==> config.mk <==
export PLATFORM = sky130hd
export DESIGN_NAME = bce_engine
export DESIGN_NICKNAME = d
export VERILOG_FILES = /design/src/verilog/bce_pkg.sv /design/src/verilog/bce_skid.sv /design/src/verilog/bce_engine.sv
export SDC_FILE = /design/constraint.sdc
export NUM_CORES = 1
export LEC_CHECK = 0
export BUFFER_PORTS_ARGS = -buffer_cell sky130_fd_sc_hd__buf_2
export CELL_PAD_IN_SITES_DETAIL_PLACEMENT = 1
export CELL_PAD_IN_SITES_GLOBAL_PLACEMENT = 1
export CORE_ASPECT_RATIO = 1.5
export CORE_MARGIN = 8
export CORE_UTILIZATION = 40
export DETAILED_ROUTE_END_ITERATION = 16
export PLACE_DENSITY = 0.88
export RECOVER_POWER = 25
export SLEW_MARGIN = 5
export SYNTH_ARGS = -nofsm -noshare
export SYNTH_HDL_FRONTEND = slang
export SYNTH_SLANG_ARGS = --single-unit
==> constraint.sdc <==
create_clock -name mclk_i -period 7.87 [get_ports mclk_i]
set_input_delay 0.787 -clock mclk_i [delete_from_list [all_inputs] [get_ports mclk_i]]
set_output_delay 0.787 -clock mclk_i [all_outputs]
set_load 0.005 [all_outputs]
==> src/verilog/bce_pkg.sv <==
// Package for the block copy engine: widths, field positions, codes and carrier types
package bce_pkg;
  localparam int WORD_W = 60;
  localparam int CNT_W = 18;
  localparam int BULK_AW = 30;
  localparam int MAIN_AW = 21;
  localparam logic [8:0] OP_BULK_TO_MAIN = 9'o011;
  localparam logic [8:0] OP_MAIN_TO_BULK = 9'o012;
  localparam int STD_OPND_HI = 22;
  localparam int STD_CHK_W = 24;
  localparam int EXP_OPND_HI = 28;
  localparam int EXP_CHK_W = 30;
  localparam int MAIN_FLD_LO = 30;
  localparam int MAIN_FLD_HI = 50;
  localparam int LIMIT_BIT_A = 21;
  localparam int LIMIT_BIT_B = 22;
  localparam logic [1:0] PARCEL_ZERO = 2'h0;
  localparam logic [1:0] PARCEL_TWO = 2'h2;
  localparam logic [CNT_W-1:0] CNT_RST = 18'h00000;

  // Exit codes reported at completion
  typedef enum logic [2:0] {
    BCE_EXIT_NEXT_WORD = 3'h0,
    BCE_EXIT_PARCEL2 = 3'h1,
    BCE_EXIT_ILLEGAL = 3'h2,
    BCE_EXIT_RANGE = 3'h3,
    BCE_EXIT_PASS = 3'h4
  } bce_exit_t;

  // Instruction issued to the engine
  typedef struct packed {
    logic [8:0] opcode;
    logic [1:0] parcel;
    logic [CNT_W-1:0] index_register_j;
    logic [CNT_W-1:0] count_imm;
    logic [WORD_W-1:0] extended_address_operand;
    logic [CNT_W-1:0] address_register_zero;
  } bce_cmd_t;

  // Exchange package flags and bases
  typedef struct packed {
    logic expanded_addr;
    logic block_copy;
    logic bulk_enable;
    logic [BULK_AW-1:0] extended_memory_base;
    logic [BULK_AW-1:0] extended_field_length;
    logic [MAIN_AW-1:0] main_memory_base;
  } bce_cfg_t;

  // Completion report
  typedef struct packed {
    bce_exit_t exit_code;
    logic [1:0] next_parcel;
    logic next_word;
  } bce_done_t;
endpackage

==> src/verilog/bce_skid.sv <==
// Two-entry buffer in the copied word path
`timescale 1ns/100ps
module bce_skid (
  // Clock and reset
  input wire logic mclk_i,
  input wire logic nrst_i,
  input wire logic flush_i,
  // Fill side
  input wire logic in_valid_i,
  output logic in_ready_o,
  input wire logic [59:0] in_data_i,
  // Drain side
  output logic out_valid_o,
  input wire logic out_ready_i,
  output logic [59:0] out_data_o
);
  logic [59:0] mem_reg [0:1];
  logic rd_ptr_reg;
  logic wr_ptr_reg;
  logic [1:0] cnt_reg;
  wire push = in_valid_i && (cnt_reg != 2'h2);
  wire pop = out_ready_i && (cnt_reg != 2'h0);

  assign in_ready_o = (cnt_reg != 2'h2);
  assign out_valid_o = (cnt_reg != 2'h0);
  assign out_data_o = mem_reg[rd_ptr_reg];

  // Storage write
  always_ff @(posedge mclk_i) begin
    if (push) begin
      mem_reg[wr_ptr_reg] <= in_data_i;
    end
  end

  // Pointers and occupancy
  always_ff @(posedge mclk_i) begin
    if (!nrst_i || flush_i) begin
      rd_ptr_reg <= 1'b0;
      wr_ptr_reg <= 1'b0;
      cnt_reg <= 2'h0;
    end else begin
      if (push) begin
        wr_ptr_reg <= ~wr_ptr_reg;
      end
      if (pop) begin
        rd_ptr_reg <= ~rd_ptr_reg;
      end
      cnt_reg <= cnt_reg + {1'b0, push} - {1'b0, pop};
    end
  end
endmodule

==> src/verilog/bce_engine.sv <==
// Block copy engine: moves counted runs of words between main and bulk memory
// Functional notes
// Opcode 011 copies j-plus-count words from bulk memory into main memory.
// Opcode 012 copies j-plus-count words from main memory into bulk memory.
// Standard mode: bulk address is operand bits 0..22 plus extended base.
// Expanded mode: bulk address is operand bits 0..28 plus extended base.
// Block copy flag clear: main address is address register zero plus base.
// Block copy flag set: main address is operand bits 30..50 plus base.
// Software keeps operand bits 51..59 zero when block copy flag set.
// Index j, operand and address register zero are left unchanged.
// Index j and count are 18-bit ones-complement; at most 131,071 words.
// A zero word count transfers nothing; acts as a full-word pass.
// Bulk address bit 21 or 22 set: no words, resume at parcel 2.
// Otherwise resume at parcel 0 of the next word after the copy.
// An interrupted copy is restarted from its first word.
// Illegal unless starting in parcel 0 with bulk memory enabled.
// Standard mode checks 24 operand bits against field length, bit 23 zero.
// Expanded mode checks 30 operand bits against field length, bit 29 zero.
// Checked operand bits at or above field length flag out of range.
// Negative word count takes an address range error exit.
// Software avoids overlapping source and destination fields.
// Words move one at a time, addresses stepping up by one.
`timescale 1ns/100ps
module bce_engine (
  // Clock and reset
  input wire logic mclk_i,
  input wire logic nrst_i,
  // Instruction issue
  input wire logic cmd_valid_i,
  input wire bce_pkg::bce_cmd_t cmd_i,
  input wire bce_pkg::bce_cfg_t cfg_i,
  input wire logic interrupt_i,
  output logic cmd_ready_o,
  output logic busy_o,
  output logic done_o,
  output bce_pkg::bce_done_t done_info_o,
  output logic range_fault_o,
  // Main memory port
  output logic main_rd_o,
  output logic main_wr_o,
  output logic [20:0] main_addr_o,
  output logic [59:0] main_wdata_o,
  input wire logic main_ack_i,
  input wire logic [59:0] main_rdata_i,
  // Bulk memory port
  output logic bulk_rd_o,
  output logic bulk_wr_o,
  output logic [29:0] bulk_addr_o,
  output logic [59:0] bulk_wdata_o,
  input wire logic bulk_ack_i,
  input wire logic [59:0] bulk_rdata_i
);
  import bce_pkg::*;

  ////////////////////////////////////////////////////////////////////////////
  // Helpers

  // Ones-complement 18-bit add with end-around carry
  function automatic logic [CNT_W-1:0] oc_add(input logic [CNT_W-1:0] a, input logic [CNT_W-1:0] b);
    logic [CNT_W:0] s;
    s = {1'b0, a} + {1'b0, b};
    oc_add = s[CNT_W-1:0] + {{(CNT_W-1){1'b0}}, s[CNT_W]};
  endfunction

  // Ones-complement value is zero when all bits match
  function automatic logic oc_is_zero(input logic [CNT_W-1:0] v);
    oc_is_zero = (v == {CNT_W{1'b0}}) || (v == {CNT_W{1'b1}});
  endfunction

  typedef enum logic [4:0] {
    ST_IDLE = 5'b00001,
    ST_READ = 5'b00010,
    ST_WAITR = 5'b00100,
    ST_WRITE = 5'b01000,
    ST_FINISH = 5'b10000
  } bce_state_t;

  ////////////////////////////////////////////////////////////////////////////
  // Launch decode

  wire is_load = (cmd_i.opcode == OP_BULK_TO_MAIN);
  wire is_store = (cmd_i.opcode == OP_MAIN_TO_BULK);
  wire is_copy = is_load || is_store;
  wire [CNT_W-1:0] count_sum = oc_add(cmd_i.index_register_j, cmd_i.count_imm);
  wire count_zero = oc_is_zero(count_sum);
  wire count_neg = count_sum[CNT_W-1] && !count_zero;
  wire [WORD_W-1:0] xo = cmd_i.extended_address_operand;
  // Operand field selected by addressing mode
  wire [BULK_AW-1:0] opnd_std = {{(BULK_AW-STD_OPND_HI-1){1'b0}}, xo[STD_OPND_HI:0]};
  wire [BULK_AW-1:0] opnd_exp = {{(BULK_AW-EXP_OPND_HI-1){1'b0}}, xo[EXP_OPND_HI:0]};
  wire [BULK_AW-1:0] bulk_opnd = cfg_i.expanded_addr ? opnd_exp : opnd_std;
  wire [BULK_AW-1:0] bulk_start = bulk_opnd + cfg_i.extended_memory_base;
  // Field length comparison with top bit forced low
  wire [STD_CHK_W-1:0] chk_std_op = xo[STD_CHK_W-1:0];
  wire [STD_CHK_W-1:0] chk_std_fl = {1'b0, cfg_i.extended_field_length[STD_CHK_W-2:0]};
  wire [EXP_CHK_W-1:0] chk_exp_op = xo[EXP_CHK_W-1:0];
  wire [EXP_CHK_W-1:0] chk_exp_fl = {1'b0, cfg_i.extended_field_length[EXP_CHK_W-2:0]};
  wire out_of_range = cfg_i.expanded_addr ? (chk_exp_op >= chk_exp_fl)
                                          : (chk_std_op >= chk_std_fl);
  wire limit_hit = bulk_start[LIMIT_BIT_A] || bulk_start[LIMIT_BIT_B];
  // Main memory start address
  wire [MAIN_AW-1:0] main_src = cfg_i.block_copy ? xo[MAIN_FLD_HI:MAIN_FLD_LO]
                                                 : cmd_i.address_register_zero[MAIN_AW-1:0];
  wire [MAIN_AW-1:0] main_start = main_src + cfg_i.main_memory_base;
  wire illegal = (cmd_i.parcel != PARCEL_ZERO) || !cfg_i.bulk_enable;

  ////////////////////////////////////////////////////////////////////////////
  // State

  bce_state_t state_reg, state_next;
  logic dir_load_reg;
  logic [CNT_W-1:0] remain_reg;
  logic [BULK_AW-1:0] bulk_ptr_reg;
  logic [MAIN_AW-1:0] main_ptr_reg;
  logic [BULK_AW-1:0] bulk_start_reg;
  logic [MAIN_AW-1:0] main_start_reg;
  logic [CNT_W-1:0] count_reg;
  logic rd_pend_reg;
  logic wr_pend_reg;
  logic ready_reg;
  logic busy_reg;
  logic main_rd_reg;
  logic bulk_rd_reg;
  logic main_wr_reg;
  logic bulk_wr_reg;
  logic done_reg;
  bce_done_t done_info_reg;
  logic range_fault_reg;
  logic [BULK_AW-1:0] bulk_addr_reg;
  logic [MAIN_AW-1:0] main_addr_reg;
  logic [WORD_W-1:0] wdata_reg;

  // Buffer between source read data and destination write
  logic buf_in_ready;
  logic buf_out_valid;
  logic [WORD_W-1:0] buf_out_data;
  wire src_ack = dir_load_reg ? bulk_ack_i : main_ack_i;
  wire dst_ack = dir_load_reg ? main_ack_i : bulk_ack_i;
  wire [WORD_W-1:0] src_data = dir_load_reg ? bulk_rdata_i : main_rdata_i;
  wire rd_taken = rd_pend_reg && src_ack;
  wire wr_taken = wr_pend_reg && dst_ack;
  wire buf_pop = !wr_pend_reg && buf_out_valid && (state_reg != ST_IDLE);
  wire reads_left = (remain_reg != CNT_RST);
  wire can_read = reads_left && !rd_pend_reg && buf_in_ready && !interrupt_i;
  wire abort = interrupt_i && (state_reg != ST_IDLE);
  wire launch = cmd_valid_i && (state_reg == ST_IDLE) && is_copy;
  wire all_written = !reads_left && !rd_pend_reg && !wr_pend_reg && !buf_out_valid;
  // Request strobes: raised on issue, dropped on ack, cleared on abort or idle
  wire strobe_clr = abort || (state_reg == ST_IDLE);
  wire rd_pend_next = !strobe_clr && (can_read || (rd_pend_reg && !rd_taken));
  wire wr_pend_next = !strobe_clr && (buf_pop || (wr_pend_reg && !wr_taken));

  bce_skid u_buf (
    .mclk_i(mclk_i),
    .nrst_i(nrst_i),
    .flush_i(abort),
    .in_valid_i(rd_taken),
    .in_ready_o(buf_in_ready),
    .in_data_i(src_data),
    .out_valid_o(buf_out_valid),
    .out_ready_i(buf_pop),
    .out_data_o(buf_out_data)
  );

  ////////////////////////////////////////////////////////////////////////////
  // Sequencer

  // Next state
  always_comb begin
    state_next = state_reg;
    case (state_reg)
      ST_IDLE: begin
        if (launch && !illegal && !count_neg && !out_of_range && !limit_hit && !count_zero) begin
          state_next = ST_READ;
        end
      end
      ST_READ, ST_WAITR, ST_WRITE: begin
        if (abort) begin
          state_next = ST_READ;
        end else if (all_written) begin
          state_next = ST_FINISH;
        end else if (wr_pend_reg) begin
          state_next = ST_WRITE;
        end else if (rd_pend_reg) begin
          state_next = ST_WAITR;
        end else begin
          state_next = ST_READ;
        end
      end
      ST_FINISH: begin
        state_next = ST_IDLE;
      end
      default: begin
        state_next = ST_IDLE;
      end
    endcase
  end

  // State register
  always_ff @(posedge mclk_i) begin
    if (!nrst_i) begin
      state_reg <= ST_IDLE;
      ready_reg <= 1'b1;
      busy_reg <= 1'b0;
    end else begin
      state_reg <= state_next;
      ready_reg <= (state_next == ST_IDLE);
      busy_reg <= (state_next != ST_IDLE);
    end
  end

  // Launch captures copies; the caller's registers are never written back
  always_ff @(posedge mclk_i) begin
    if (!nrst_i) begin
      dir_load_reg <= 1'b0;
      bulk_start_reg <= '0;
      main_start_reg <= '0;
      count_reg <= CNT_RST;
    end else if (launch) begin
      dir_load_reg <= is_load;
      bulk_start_reg <= bulk_start;
      main_start_reg <= main_start;
      count_reg <= count_sum;
    end
  end

  // Word counter and address pointers
  always_ff @(posedge mclk_i) begin
    if (!nrst_i) begin
      remain_reg <= CNT_RST;
      bulk_ptr_reg <= '0;
      main_ptr_reg <= '0;
    end else if (state_reg == ST_IDLE) begin
      remain_reg <= count_sum;
      bulk_ptr_reg <= bulk_start;
      main_ptr_reg <= main_start;
    end else if (abort) begin
      remain_reg <= count_reg;
      bulk_ptr_reg <= bulk_start_reg;
      main_ptr_reg <= main_start_reg;
    end else begin
      if (can_read) begin
        remain_reg <= remain_reg - 18'h00001;
      end
      if (can_read == dir_load_reg && can_read) begin
        bulk_ptr_reg <= bulk_ptr_reg + 30'h00000001;
      end else if (buf_pop && !dir_load_reg) begin
        bulk_ptr_reg <= bulk_ptr_reg + 30'h00000001;
      end
      if (can_read && !dir_load_reg) begin
        main_ptr_reg <= main_ptr_reg + 21'h000001;
      end else if (buf_pop && dir_load_reg) begin
        main_ptr_reg <= main_ptr_reg + 21'h000001;
      end
    end
  end

  // Memory request strobes, held until acknowledged
  // Direction only changes at launch, while all strobes are forced low
  always_ff @(posedge mclk_i) begin
    if (!nrst_i) begin
      rd_pend_reg <= 1'b0;
      wr_pend_reg <= 1'b0;
      main_rd_reg <= 1'b0;
      bulk_rd_reg <= 1'b0;
      main_wr_reg <= 1'b0;
      bulk_wr_reg <= 1'b0;
    end else begin
      rd_pend_reg <= rd_pend_next;
      wr_pend_reg <= wr_pend_next;
      main_rd_reg <= rd_pend_next && !dir_load_reg;
      bulk_rd_reg <= rd_pend_next && dir_load_reg;
      main_wr_reg <= wr_pend_next && dir_load_reg;
      bulk_wr_reg <= wr_pend_next && !dir_load_reg;
    end
  end

  // Address and data registers driving the memory ports
  always_ff @(posedge mclk_i) begin
    if (!nrst_i) begin
      bulk_addr_reg <= '0;
      main_addr_reg <= '0;
      wdata_reg <= '0;
    end else begin
      if (can_read && state_reg != ST_IDLE) begin
        if (dir_load_reg) begin
          bulk_addr_reg <= bulk_ptr_reg;
        end else begin
          main_addr_reg <= main_ptr_reg;
        end
      end
      if (buf_pop) begin
        wdata_reg <= buf_out_data;
        if (dir_load_reg) begin
          main_addr_reg <= main_ptr_reg;
        end else begin
          bulk_addr_reg <= bulk_ptr_reg;
        end
      end
    end
  end

  // Completion report and exit selection
  always_ff @(posedge mclk_i) begin
    if (!nrst_i) begin
      done_reg <= 1'b0;
      done_info_reg <= '0;
      range_fault_reg <= 1'b0;
    end else begin
      done_reg <= 1'b0;
      range_fault_reg <= 1'b0;
      if (state_reg == ST_FINISH) begin
        done_reg <= 1'b1;
        done_info_reg <= '{BCE_EXIT_NEXT_WORD, PARCEL_ZERO, 1'b1};
      end else if (launch) begin
        if (illegal) begin
          done_reg <= 1'b1;
          done_info_reg <= '{BCE_EXIT_ILLEGAL, PARCEL_ZERO, 1'b0};
        end else if (count_neg || out_of_range) begin
          done_reg <= 1'b1;
          range_fault_reg <= 1'b1;
          done_info_reg <= '{BCE_EXIT_RANGE, PARCEL_ZERO, 1'b0};
        end else if (limit_hit) begin
          done_reg <= 1'b1;
          done_info_reg <= '{BCE_EXIT_PARCEL2, PARCEL_TWO, 1'b0};
        end else if (count_zero) begin
          done_reg <= 1'b1;
          done_info_reg <= '{BCE_EXIT_PASS, PARCEL_ZERO, 1'b1};
        end
      end
    end
  end

  ////////////////////////////////////////////////////////////////////////////
  // Outputs

  assign cmd_ready_o = ready_reg;
  assign busy_o = busy_reg;
  assign done_o = done_reg;
  assign done_info_o = done_info_reg;
  assign range_fault_o = range_fault_reg;
  assign main_rd_o = main_rd_reg;
  assign bulk_rd_o = bulk_rd_reg;
  assign main_wr_o = main_wr_reg;
  assign bulk_wr_o = bulk_wr_reg;
  assign main_addr_o = main_addr_reg;
  assign bulk_addr_o = bulk_addr_reg;
  assign main_wdata_o = wdata_reg;
  assign bulk_wdata_o = wdata_reg;
endmodule

* After elaboration in Yosys (flattened, before gate mapping)
Memory sizes are Yosys's and may differ from the RTL's. A register that Yosys moved wholly into a read port is not among the register bits. Index checks and enable logic that the tools add are counted.
Operators by class: $add $sub $neg 9, magnitude comparators 2, equal/unequal tests 13, multiplexer cells 46, bitwise gates (word level) 4, reduce and logical (&&, ||, !) cells 75
Operator list (number):
- $mux W30 | 8
- $mux W21 | 9
- $mux W60 | 1
- $mux W18 | 3
- $logic_and A1 B1 Y1 | 34
- $add A29 B30 Y30 | 1
- $add A30 B1 Y30 const B | 1
- $ge A30 B29 Y1 | 1
- $mux W29 | 1
- $ge A24 B23 Y1 | 1
- $mux W6 | 4
- $add A21 B1 Y21 const B | 1
- $add A21 B21 Y21 | 1
- $add A18 B18 Y19 | 1
- $add A18 B1 Y18 | 1
- $eq A18 B18 Y1 const B | 1
- $eq A9 B4 Y1 const B | 2
- $logic_not A18 Y1 | 1
- $reduce_bool A18 Y1 | 1
- $sub A18 B1 Y18 const B | 1
- $logic_not A1 Y1 | 17
- $mux W5 | 3
- $mux W1 | 14
- $reduce_bool A4 Y1 | 3
- 22 further kinds | 38
Storage, ports and cells: flip-flop bits (word level) 215, bits in writable memories 120, input port bits 335, output and inout port bits 185, memories kept 1
Memories:
- u_buf.mem_reg | words 2, width 60, read ports 1, clocked after Yosys merged registers in 1, wr ports 1, RTL line bce_skid.sv:17 | logic [59:0] mem_reg [0:1];

* Logic depth before layout (Yosys ltp)
Gate-level depths: netlist of the first run.
depth in word-level cells 14, depth in mapped cells 23

* Hierarchy
From an unflattened synthesis of the first run, not the netlist that was laid out.
Unflattened totals: cell total of the unflattened synthesis 2578, area total of the unflattened synthesis 22734.3 sq um
By module, submodules not included:
- bce_engine | times used 1, cells an instance 2364, area an instance 17859.6 sq um, seq. area each 5405.2 sq um
- bce_skid | times used 1, cells an instance 214, area an instance 4874.7 sq um, seq. area each 3703.6 sq um

* Worst setup path before layout of the first run
No wires, ideal clock.
path type input-to-reg, start point in cmd_i[78] in the netlist's numbering, end point reg done_info_reg, in the netlist done_info_o[5], data arrival time 5.093 ns, required time 7.798 ns, path slack 2.705 ns, cell stages on the path 23, buffers on the path 0, path through ha_1 inv_1 fa_1 nor2b_1 o21ai_1 a21oi_1 o211ai_1 nand2b_1 a21oi_1 o21bai_1 a21o_1 ha_1 ha_1 nand2_1 nor3_4 and2_1 nand4_1 xnor2_1 or4b_4 a2111oi_4 a41oi_2 or3_1 mux2i_1
Between the ends: longest elaborated chain between the ends 9
RTL lines:
- start, declared | RTL line bce_engine.sv:30 | input wire bce_pkg::bce_cmd_t cmd_i,
- $add A18 B18 Y19 (*) | RTL line bce_engine.sv:61 | s = {1'b0, a} + {1'b0, b};
- $add A18 B1 Y18 (*) | RTL line bce_engine.sv:62 | oc_add = s[CNT_W-1:0] + {{(CNT_W-1){1'b0}}, s[CNT_W]};
- $eq A18 B18 Y1 / $logic_not A18 Y1 (equally long branches) | RTL line bce_engine.sv:67 | oc_is_zero = (v == {CNT_W{1'b0}}) || (v == {CNT_W{1'b1}});
- $logic_or A1 B1 Y1 | RTL line bce_engine.sv:67
- $logic_not A1 Y1 | RTL line bce_engine.sv:86 | wire count_neg = count_sum[CNT_W-1] && !count_zero;
- $logic_and A1 B1 Y1 | RTL line bce_engine.sv:86
- $logic_or A1 B1 Y1 | RTL line bce_engine.sv:319 | end else if (count_neg || out_of_range) begin
- $reduce_bool A4 Y1 (no source line) / $mux W6 (equally long branches)
- $reduce_and A2 Y1 (no source line) / $mux W6 (equally long branches)
- end signal, assigned | RTL line bce_engine.sv:318 | done_info_reg <= '{BCE_EXIT_ILLEGAL, PARCEL_ZERO, 1'b0};
- end signal, assigned | RTL line bce_engine.sv:322 | done_info_reg <= '{BCE_EXIT_RANGE, PARCEL_ZERO, 1'b0};
- end signal, assigned | RTL line bce_engine.sv:325 | done_info_reg <= '{BCE_EXIT_PARCEL2, PARCEL_TWO, 1'b0};
- end, declared | RTL line bce_engine.sv:127 | bce_done_t done_info_reg;
Every way passes the cells marked *; elsewhere a longest branch is shown, timed or not. A chain may end at the register's enable or synchronous reset.

* Final worst setup path of the first run
Same ends and word-level chain as after synthesis.

==> flow_summary.json, run 1 <==
{
  "status": "finished with violations",
  "violations": "capacitance limit, slew limit",
  "critPathMaxStageDelay_ns": 0.58,
  "via_per_inst": 5.591,
  "max-cap-violations": 1,
  "ctsHoldBuffers": 0,
  "powerDensity_nw_per_um2": 191.0,
  "grt_max_degree": 122,
  "numCtsBuffers": 41,
  "grt_pass1_wl_mm": 122.1,
  "io_buffer_count": 508,
  "cp_common_cell": "ha_1",
  "synth_edf_count": 120,
  "dr.pass1.iters": 5,
  "h-tree-depth": 2,
  "boundaryPins": 520,
  "dp_hpwl_mm": 58.08,
  "first_global_vias": 22890,
  "die_h_um": 307,
  "post_cts_resized": 0,
  "drt_wl_total_mm": 78.03,
  "cp-startpoint": "cmd_i[78]",
  "synth_nets": 2972,
  "finalPower_mw": 5.078,
  "crit_family": "simple AND/OR/NAND/NOR gates",
  "rows": 106,
  "routedWlPerCell_um": 21.14,
  "nNetsFinal": 3342,
  "p_leak_nw": 10.90,
  "grt_usage": 0.2308,
  "ant_nets": 0,
  "die_width_um": 210,
  "yosys-top-cells-area": "dfxtp_1, edfxtp_1, nand2_1",
  "insertion_delay_ns": 0.57,
  "die_area_um2": 64470,
  "finalMaxSlewViolations": 77,
  "critPathSlowestCell": "or4b_4",
  "drtIter0Drc": 749,
  "max_freq_mhz": 174.6,
  "overflow": 0,
  "area_growth_pct": 17.70,
  "relSlewSlack": -1.251,
  "timing.final.crit_share": 0.7276,
  "drc_errors": 0,
  "crit_path_end_kind": "register",
  "cts_tree": "yes",
  "synth_top_area_frac": 0.2429,
  "cp_cell_sequence": "buf_2 -> ha_1 -> inv_1 -> fa_1 -> nor2b_1 -> o21ai_1 -> a21oi_1 -> o211ai_1 -> nand2b_1 -> a21oi_1 -> o21bai_1 -> a21o_1 -> ha_1 -> ha_1 -> nand2_1 -> nor3_4 -> and2_1 -> nand4_1 -> xnor2_1 -> or4b_4 -> a2111oi_4 -> a41oi_2 -> or3_1 -> mux2i_1",
  "vias": 20640,
  "r2r_start": "dir_load_reg$_SDFFE_PN0P_",
  "finalSetupTns_ns": 0,
  "irDropWorstVdd_mv": 0.1668,
  "setup_viol_count_final": 0,
  "synthCells": 2530,
  "final_util": 0.4760,
  "synth_area_um2": 22580,
  "cts_root_buf": "clkbuf_16",
  "antenna_found_initial": 4,
  "rsz0062_at_grt": "false",
  "critPathBufInv": 2,
  "cts.reportedPaths.clkPinSlew_ns": 0.06,
  "final.min_clock_period_ns": 5.726,
  "min_from": "bulk_start_reg[10]$_SDFFE_PN0P_",
  "core-area_um2": 55840,
  "ys_types": 87,
  "cts_setup_buffers": 0,
  "avgSynthCellArea_um2": 8.926,
  "cts.sinks": 394,
  "arrival_ns": 6.21,
  "required_ns": 8.35,
  "cp-start-kind": "input pin",
  "layout-drive-gt1-share": 0.2097,
  "largest_reg_flops": 120,
  "yosysWarnings": 0,
  "initial_core_util": 0.4044,
  "criticalPathCategory": "in2reg",
  "hp-class": "reg2reg",
  "clockBufferDepth": 3,
  "synth-main-ff-cell": "dfxtp_1",
  "cp_max_fo": 8,
  "synth-seq-cells": 394,
  "yosysTopAreaCell": "dfxtp_1",
  "tightestPinTransition_ns": 3.377,
  "hold_viol": 0,
  "skew_ns": 0.02809,
  "yosysSeqAreaShare": 0.4025,
  "synthArstFlopShare": 0,
  "gp_congestion": 0.8830
}
## per-stage QoR
step / instance area [µm²] / hold WS, ns / setup slack [ns] / cells
after global routing: 26570 / 0.4742 / 1.660 / 3689
after global placement: 25280 / 0.4378 / 1.829 / 3613
final: 26580 / 0.4547 / 2.144 / 3691
after floorplan: 22580 / 0.4315 / 2.705 / 2530
after CTS: 26640 / 0.4538 / 2.141 / 3689
after detailed placement: 25280 / 0.4465 / 1.613 / 3613
## routing by layer
layer,GRT usage,vias to the layer above,wire length [µm]
li1,-,9740,-
met1,0.2456,10130,29790
met2,0.4349,598,40660
met3,0.04817,170,4349
met4,0.09657,2,3217
met5,0,-,12
## synthesized netlist by cell type (all sizes together), types with 6 or more instances
master   count
a21boi      68
buf         72
o21ai      109
nor2b       20
dfxtp      274
xor2        41
xnor2       63
and2        26
edfxtp     120
a211oi      74
a31oi       14
o311ai       7
nand2b       9
inv         74
a2111oi      6
o211a       46
and3        23
or3         24
nor3        42
o21bai      12
a311oi      10
nand2      381
a221o        7
o211ai      42
o21a        20
nor4        12
or2          7
a21o        24
nand3       59
mux2i       73
mux2        83
ha         104
o221ai       8
clkbuf     127
nor2       204
a21oi      167
nand4       21
## area by class of cell
type                       count  area [µm²]
tap                          756       945.9
fill                        6628       29260
clock inverter                23       230.2
antenna                        2       5.005
multi-input combinational   1863       12270
timing repair buffer         526        2620
clock buffer                  53        1131
sequential                   394        9092
inverter                      74       280.3
## cells in the final DEF, fill, tap and decap left out, types with 23 or more instances in the layout
| master | Yosys | final |
|---|---|---|
| buf_2 | 1 | 456 |
| nand2_1 | 381 | 381 |
| dfxtp_1 | 274 | 273 |
| nor2_1 | 203 | 202 |
| a21oi_1 | 164 | 164 |
| edfxtp_1 | 120 | 120 |
| o21ai_0 | 108 | 107 |
| ha_1 | 104 | 104 |
| a211oi_1 | 74 | 74 |
| inv_1 | 73 | 73 |
| mux2i_1 | 73 | 73 |
| a21boi_0 | 66 | 66 |
| xnor2_1 | 61 | 61 |
| nand3_1 | 57 | 57 |
| clkbuf_1 | 127 | 56 |
| mux2_1 | 0 | 52 |
| o211a_1 | 46 | 46 |
| o211ai_1 | 42 | 42 |
| xor2_1 | 41 | 41 |
| clkbuf_16 | 0 | 41 |
| nor3_1 | 40 | 38 |
| mux2_2 | 83 | 31 |
| a21o_1 | 24 | 24 |
| or3_1 | 24 | 23 |
| and2_1 | 24 | 23 |
| and3_1 | 23 | 23 |
## final timing paths
| path | slack, ns | cells past startpoint | end |
|---|---|---|---|
| max | 2.14 | 24 | done_info_o[5]$_SDFFE_PP0P_ |
| min reg2reg | 0.45 | 2 | bulk_start_reg[10]$_SDFFE_PN0P_ |
| max reg2reg | 2.71 | 5 | u_buf.mem_reg[1][49]$_DFFE_PP_ |
| min | 0.45 | 2 | bulk_start_reg[10]$_SDFFE_PN0P_ |
## kinds of logic after synthesis
kind of cell               after synthesis  synth area share
xor gates and xnor gates               104           0.04150
muxes                                  156           0.07375
AOI/OAI and AO/OA                      650            0.1972
and+or+nand+nor                        845            0.1689
other                                    1         0.0001661
buffers and inverters                  273           0.05574
adders and majority gates              107           0.06028
DFF                                    394            0.4025
## worst min-delay path, delay by kind of cell, from the launching register on
| kind | cells | cell delay (ns) |
|---|---|---|
| DFF | 1 | 0.31 |
| and+or+nand+nor | 1 | 0.05 |
| AOI/OAI and AO/OA | 1 | 0.05 |
## where the power goes
group	switching (mW)	internal, mW	total [mW]
logic	0.504	0.372	0.876
clock network	0.861	1.13	1.99
registers	0.0735	2.14	2.21
Note: power is estimated with default switching activity, not from simulation.
==> run 2, diff against run 1 <==
==> constraint.sdc (replaced) <==
create_clock -name mclk_i -period 5.95 [get_ports mclk_i]
set_input_delay 0.595 -clock mclk_i [delete_from_list [all_inputs] [get_ports mclk_i]]
set_output_delay 0.595 -clock mclk_i [all_outputs]
set_load 0.005 [all_outputs]
==> run 2 against run 1 <==
Net effect: die area is the same; flip-flop and latch count unchanged; hold slack got worse by 0.098 ns; the run now ends clean; clock-buffer cell count up 4; routed wire length shrank 0.18%; utilization is 0.30 points lower; global-route usage up 0.15 points; combinational power is 32% higher; via count grew 0.53%; first-iteration DRC count up 8.8%.
==> flow_summary.json, run 2 (synthesized netlist as in run 1, its figures left out) <==
{
  "layout-drive-gt1-share": 0.1892,
  "crit_path_end_kind": "register",
  "rsz0062_at_grt": "false",
  "die_h_um": 307,
  "setup_viol_count_final": 0,
  "nNetsFinal": 3343,
  "die_area_um2": 64470,
  "ff2ff_setup_slack_ns": 2.00,
  "skew_ns": 0.02058,
  "required_ns": 6.43,
  "first_global_vias": 22970,
  "grt_usage": 0.2323,
  "numCtsBuffers": 40,
  "reg2reg_to": "bulk_ptr_reg[15]$_SDFFE_PN0P_",
  "cp-startpoint": "cmd_i[78]",
  "rows": 106,
  "tightestPinTransition_ns": 1.241,
  "largest_reg_flops": 120,
  "insertion_delay_ns": 0.56,
  "powerDensity_nw_per_um2": 251.9,
  "cts_tree": "yes",
  "dr.pass1.iters": 6,
  "dp_hpwl_mm": 57.68,
  "finalSetupTns_ns": 0,
  "cts.reportedPaths.clkPinSlew_ns": 0.07,
  "overflow": 0,
  "grt_pass1_wl_mm": 122.7,
  "ctsHoldBuffers": 0,
  "r2r_start": "remain_reg[2]$_SDFFE_PN0P_",
  "drt_wl_total_mm": 77.89,
  "die_width_um": 210,
  "critPathMaxStageDelay_ns": 0.59,
  "cp_common_cell": "ha_1",
  "drc_errors": 0,
  "initial_core_util": 0.4044,
  "status": "finished clean",
  "cts.sinks": 394,
  "drtIter0Drc": 815,
  "mostFrequentLayoutCells": "nand2_1, buf_2, dfxtp_1, nor2_1, clkbuf_1",
  "cp-start-kind": "input pin",
  "final.min_clock_period_ns": 5.335,
  "via_per_inst": 5.619,
  "io_buffer_count": 508,
  "irDropWorstVdd_mv": 0.2524,
  "ant_nets": 0,
  "area_growth_pct": 16.95,
  "relSlewSlack": 0.1727,
  "p_leak_nw": 10.36,
  "boundaryPins": 520,
  "hp-class": "in2reg",
  "arrival_ns": 5.81,
  "cp_cell_sequence": "buf_2 -> ha_1 -> inv_1 -> fa_1 -> nor2b_1 -> o21ai_1 -> a21oi_1 -> o211ai_1 -> nand2b_1 -> a21oi_1 -> o21bai_1 -> a21o_1 -> ha_1 -> ha_1 -> nand2_1 -> nor3_4 -> and2_1 -> nand4_1 -> xnor2_1 -> or4b_4 -> a2111oi_4 -> a41oi_2 -> or3_1 -> mux2i_1",
  "h-tree-depth": 2,
  "max_freq_mhz": 187.5,
  "post_cts_resized": 0,
  "routedWlPerCell_um": 21.10,
  "cts_setup_buffers": 0,
  "worst_hold_slack_ns": 0.3565,
  "crit_path_end": "done_info_o[5]$_SDFFE_PP0P_",
  "vias": 20750,
  "hold_viol": 0,
  "final_common_cell": "nand2_1",
  "grt_max_degree": 123,
  "gp_congestion": 0.8886,
  "reg2reg_depth": 11,
  "cts_root_buf": "clkbuf_16",
  "finalMaxSlewViolations": 0,
  "critPathSlowestCell": "or4b_4",
  "criticalPathCategory": "in2reg",
  "timing.final.crit_share": 0.8966,
  "clockBufferDepth": 3,
  "max-cap-violations": 0,
  "cp_max_fo": 8,
  "core-area_um2": 55840,
  "antenna_found_initial": 4
}
-- run 2: critical path: cells and delay by family --
kind	cells	cell delay [ns]
xor gates and xnor gates	1	0.27
adders and majority gates	4	0.93
muxes	1	0.16
buffers and inverters	2	0.15
and+or+nand+nor	8	2.22
AOI/OAI and AO/OA	8	1.50
-- run 2: layout make-up --
type                            instances  area (µm²)
Timing Repair Buffer                  528        2495
Clock inverter                         17       142.6
Clock buffer                           57        1167
Sequential cell                       394        9096
Fill cell                            6676       29430
Tap cell                              756       945.9
Multi-Input combinational cell       1863       12270
Inverter                               74       280.3
Antenna cell                            3       7.507
-- run 2: stage by stage --
| stage | power, mW | worst slack (ns) | utilization | instances | cell area [µm²] |
|---|---|---|---|---|---|
| after floorplan | 3.748 | 0.9773 | - | 2530 | 22580 |
| after global placement | 4.062 | 0.3893 | 0.4530 | 3615 | 25290 |
| after detailed placement | 4.135 | 0.1266 | 0.4530 | 3615 | 25290 |
| after CTS | 6.705 | 0.6727 | 0.4765 | 3689 | 26600 |
| after global routing | 6.922 | 0.2986 | 0.4728 | 3689 | 26400 |
| final | 6.653 | 0.6155 | 0.4730 | 3692 | 26410 |
-- run 2: how the worst min path moves through the flow --
stage / from / endpoint / cells after the start
finish: bulk_rdata_i[24] / u_buf.mem_reg[1][24]$_DFFE_PP_ / 2
global route: bulk_rdata_i[24] / u_buf.mem_reg[0][24]$_DFFE_PP_ / 2
CTS: bulk_rdata_i[24] / u_buf.mem_reg[1][24]$_DFFE_PP_ / 2
detailed placement: count_reg[7]$_SDFFE_PN0P_ / count_reg[7]$_SDFFE_PN0P_ / 2
global placement: main_start_reg[17]$_SDFFE_PN0P_ / main_start_reg[17]$_SDFFE_PN0P_ / 2
floorplan: count_reg[1]$_SDFFE_PN0P_ / count_reg[1]$_SDFFE_PN0P_ / 2
-- run 2: power by group --
part           switching [mW]  leakage [nW]  internal (mW)
clock network            1.13         0.639           1.43
logic                   0.667          6.41          0.497
registers              0.0974          3.31           2.83
total                    1.90          10.4           4.75
-- run 2: metal layers --
metal  vias to the layer above  global-route usage  part of all wire
met5                         -                   0                 0
met4                         0              0.1020             0.042
met3                       189             0.04847             0.054
met2                       626              0.4369              0.52
met1                     10200              0.2459              0.38
li1                       9732                   -                 -
==> run 3, diff against run 2 <==
--- a/config.mk
+++ b/config.mk
@@ -5,14 +5,14 @@
 export SDC_FILE = /design/constraint.sdc
 export NUM_CORES = 1
 export LEC_CHECK = 0
-export BUFFER_PORTS_ARGS = -buffer_cell sky130_fd_sc_hd__buf_2
 export CELL_PAD_IN_SITES_DETAIL_PLACEMENT = 1
 export CELL_PAD_IN_SITES_GLOBAL_PLACEMENT = 1
 export CORE_ASPECT_RATIO = 1.5
 export CORE_MARGIN = 8
 export CORE_UTILIZATION = 40
 export DETAILED_ROUTE_END_ITERATION = 16
-export PLACE_DENSITY = 0.88
+export DONT_BUFFER_PORTS = 1
+export PLACE_DENSITY = 0.78
 export RECOVER_POWER = 25
 export SLEW_MARGIN = 5
 export SYNTH_ARGS = -nofsm -noshare
==> run 3 against run 2 <==
Net effect: final cell count down 14%; utilization down 4.0 points; flip-flop and latch count unchanged; critical path depth down 1; sequential power about the same; via count down 11%; die area unchanged; register-to-register slack worse by 0.09 ns; sequential share of layout area up 3.2 points; setup slack worse by 0.090 ns; critical path type unchanged; highest routed layer unchanged.
==> flow_summary.json, run 3 (synthesized netlist as in run 1, its figures left out) <==
{
  "cts_tree": "yes",
  "reg2reg_depth": 12,
  "cp_cell_sequence": "ha_1 -> inv_1 -> fa_1 -> nor2b_1 -> o21ai_1 -> a21oi_1 -> o211ai_1 -> nand2b_1 -> a21oi_1 -> o21bai_1 -> a21o_1 -> ha_1 -> ha_1 -> nand2_1 -> nor3_4 -> and2_1 -> nand4_1 -> xnor2_1 -> or4b_4 -> a2111oi_4 -> a41oi_2 -> or3_1 -> mux2i_1",
  "ctsHoldBuffers": 0,
  "min_from": "interrupt_i",
  "via_per_inst": 5.831,
  "drc_errors": 0,
  "arrival_ns": 5.94,
  "h-tree-depth": 2,
  "post_cts_resized": 0,
  "min_to": "state_reg[2]$_SDFF_PN0_",
  "criticalPathCategory": "in2reg",
  "io_buffer_count": 0,
  "first_global_vias": 20350,
  "status": "finished clean",
  "nNetsFinal": 2831,
  "reg2reg_to": "bulk_ptr_reg[15]$_SDFFE_PN0P_",
  "gp_congestion": 0.8384,
  "cts_setup_buffers": 0,
  "final_common_cell": "nand2_1",
  "max-cap-violations": 0,
  "clockBufferDepth": 3,
  "layout-drive-gt1-share": 0.08667,
  "boundaryPins": 520,
  "whs_path_depth": 1,
  "cp_common_cell": "ha_1",
  "irDropWorstVdd_mv": 0.2844,
  "layout_setup_ws_ns": 0.5252,
  "timing.final.crit_share": 0.9117,
  "insertion_delay_ns": 0.59,
  "ant_nets": 0,
  "dp_hpwl_mm": 52.47,
  "cts.sinks": 394,
  "grt_usage": 0.2159,
  "top_layer_used": "met4",
  "mostFrequentLayoutCells": "nand2_1, dfxtp_1, nor2_1, a21oi_1, edfxtp_1",
  "route.met2.wl_mm": 38.13,
  "cts_root_buf": "clkbuf_16",
  "die_h_um": 307,
  "seq_area_um2": 9096,
  "die_area_um2": 64470,
  "die_width_um": 210,
  "rows": 106,
  "final.min_clock_period_ns": 5.425,
  "area_growth_pct": 7.015,
  "hold_viol": 0,
  "routedWlPerCell_um": 22.89,
  "vias": 18540,
  "critPathSlowestCell": "or4b_4",
  "powerDensity_nw_per_um2": 278.0,
  "numCtsBuffers": 42,
  "cts.reportedPaths.clkPinSlew_ns": 0.06,
  "met3_length_mm": 5.071,
  "critPathBufInv": 1,
  "required_ns": 6.46,
  "initial_core_util": 0.4044,
  "n_antenna_cell": 0,
  "hp-class": "in2reg",
  "dr.pass1.iters": 4,
  "max_freq_mhz": 184.3,
  "p_leak_nw": 8.825,
  "crit_family": "simple AND/OR/NAND/NOR gates",
  "finalPower_mw": 6.718,
  "grt_pass1_wl_mm": 112.2,
  "relSlewSlack": 0.1891,
  "multi_input_area_um2": 12290,
  "critPathMaxStageDelay_ns": 0.58,
  "drtIter0Drc": 791,
  "overflow": 0,
  "tightestPinTransition_ns": 1.207,
  "core-area_um2": 55840,
  "drt_wl_total_mm": 72.76,
  "ff2ff_setup_slack_ns": 1.91,
  "finalMaxSlewViolations": 0,
  "r2r_start": "remain_reg[2]$_SDFFE_PN0P_",
  "rsz0062_at_grt": "false",
  "skew_ns": 0.02802,
  "grt_max_degree": 142,
  "crit_path_end_kind": "register",
  "setup_viol_count_final": 0,
  "filler_cell_count": 6357,
  "dp_slack_ns": -0.04971,
  "cp-start-kind": "input pin",
  "largest_reg_flops": 120,
  "antenna_found_initial": 5,
  "cp_max_fo": 8,
  "met1_length_mm": 27.16
}
run 3: cell count changes in the layout (fill, tap and decap cells not counted), sizes merged:
cell      delta
buf        -354
clkinvlp     -2
bufinv       +4
diode        -3
inv          +1
clkinv       +5
clkbuf     -164
run 3: worst max path at each step:
stage,start,to,cells after the start
after floorplan,cmd_i[78],done_info_o[5]$_SDFFE_PP0P_,23
after global placement,cmd_i[78],done_info_o[5]$_SDFFE_PP0P_,23
after detailed placement,cmd_i[78],done_info_o[5]$_SDFFE_PP0P_,23
after CTS,cmd_i[78],done_info_o[5]$_SDFFE_PP0P_,23
after global routing,cmd_i[78],done_info_o[5]$_SDFFE_PP0P_,23
final,cmd_i[78],done_info_o[5]$_SDFFE_PP0P_,23
run 3: area by class of cell:
type / count / area share
Timing Repair Buffer: 14 / 0.004349
Tap cell: 756 / 0.03914
Clock buffer: 53 / 0.04769
Clock inverter: 25 / 0.01237
Multi-Input combinational cell: 1863 / 0.5084
Inverter: 74 / 0.01160
Sequential cell: 394 / 0.3764
run 3: metrics by stage:
stage	hold WS (ns)	area (µm²)	cells	util	TNS (ns)
finish	0.1289	24170	3179	0.4328	0
floorplan	0.4315	22580	2530	-	0
global placement	0.4379	22710	3101	0.4068	0
CTS	0.09341	24170	3179	0.4328	0
detailed placement	0.4453	22710	3101	0.4068	-0.07148
global route	0.08979	24170	3179	0.4328	0
run 3: power by group:
part           leakage, nW  total, mW  switching [mW]  internal [mW]
combinational         4.80       1.00           0.583          0.421
sequential            3.31       2.93           0.101           2.83
clock                0.723       2.78            1.17           1.61
total                 8.82       6.72            1.85           4.86
run 3: metal layers:
metal  track usage  vias to the layer above
met5             0                        -
met4       0.07801                        0
met3       0.06018                      162
met2        0.4067                      587
met1        0.2251                     9067
li1              -                     8721
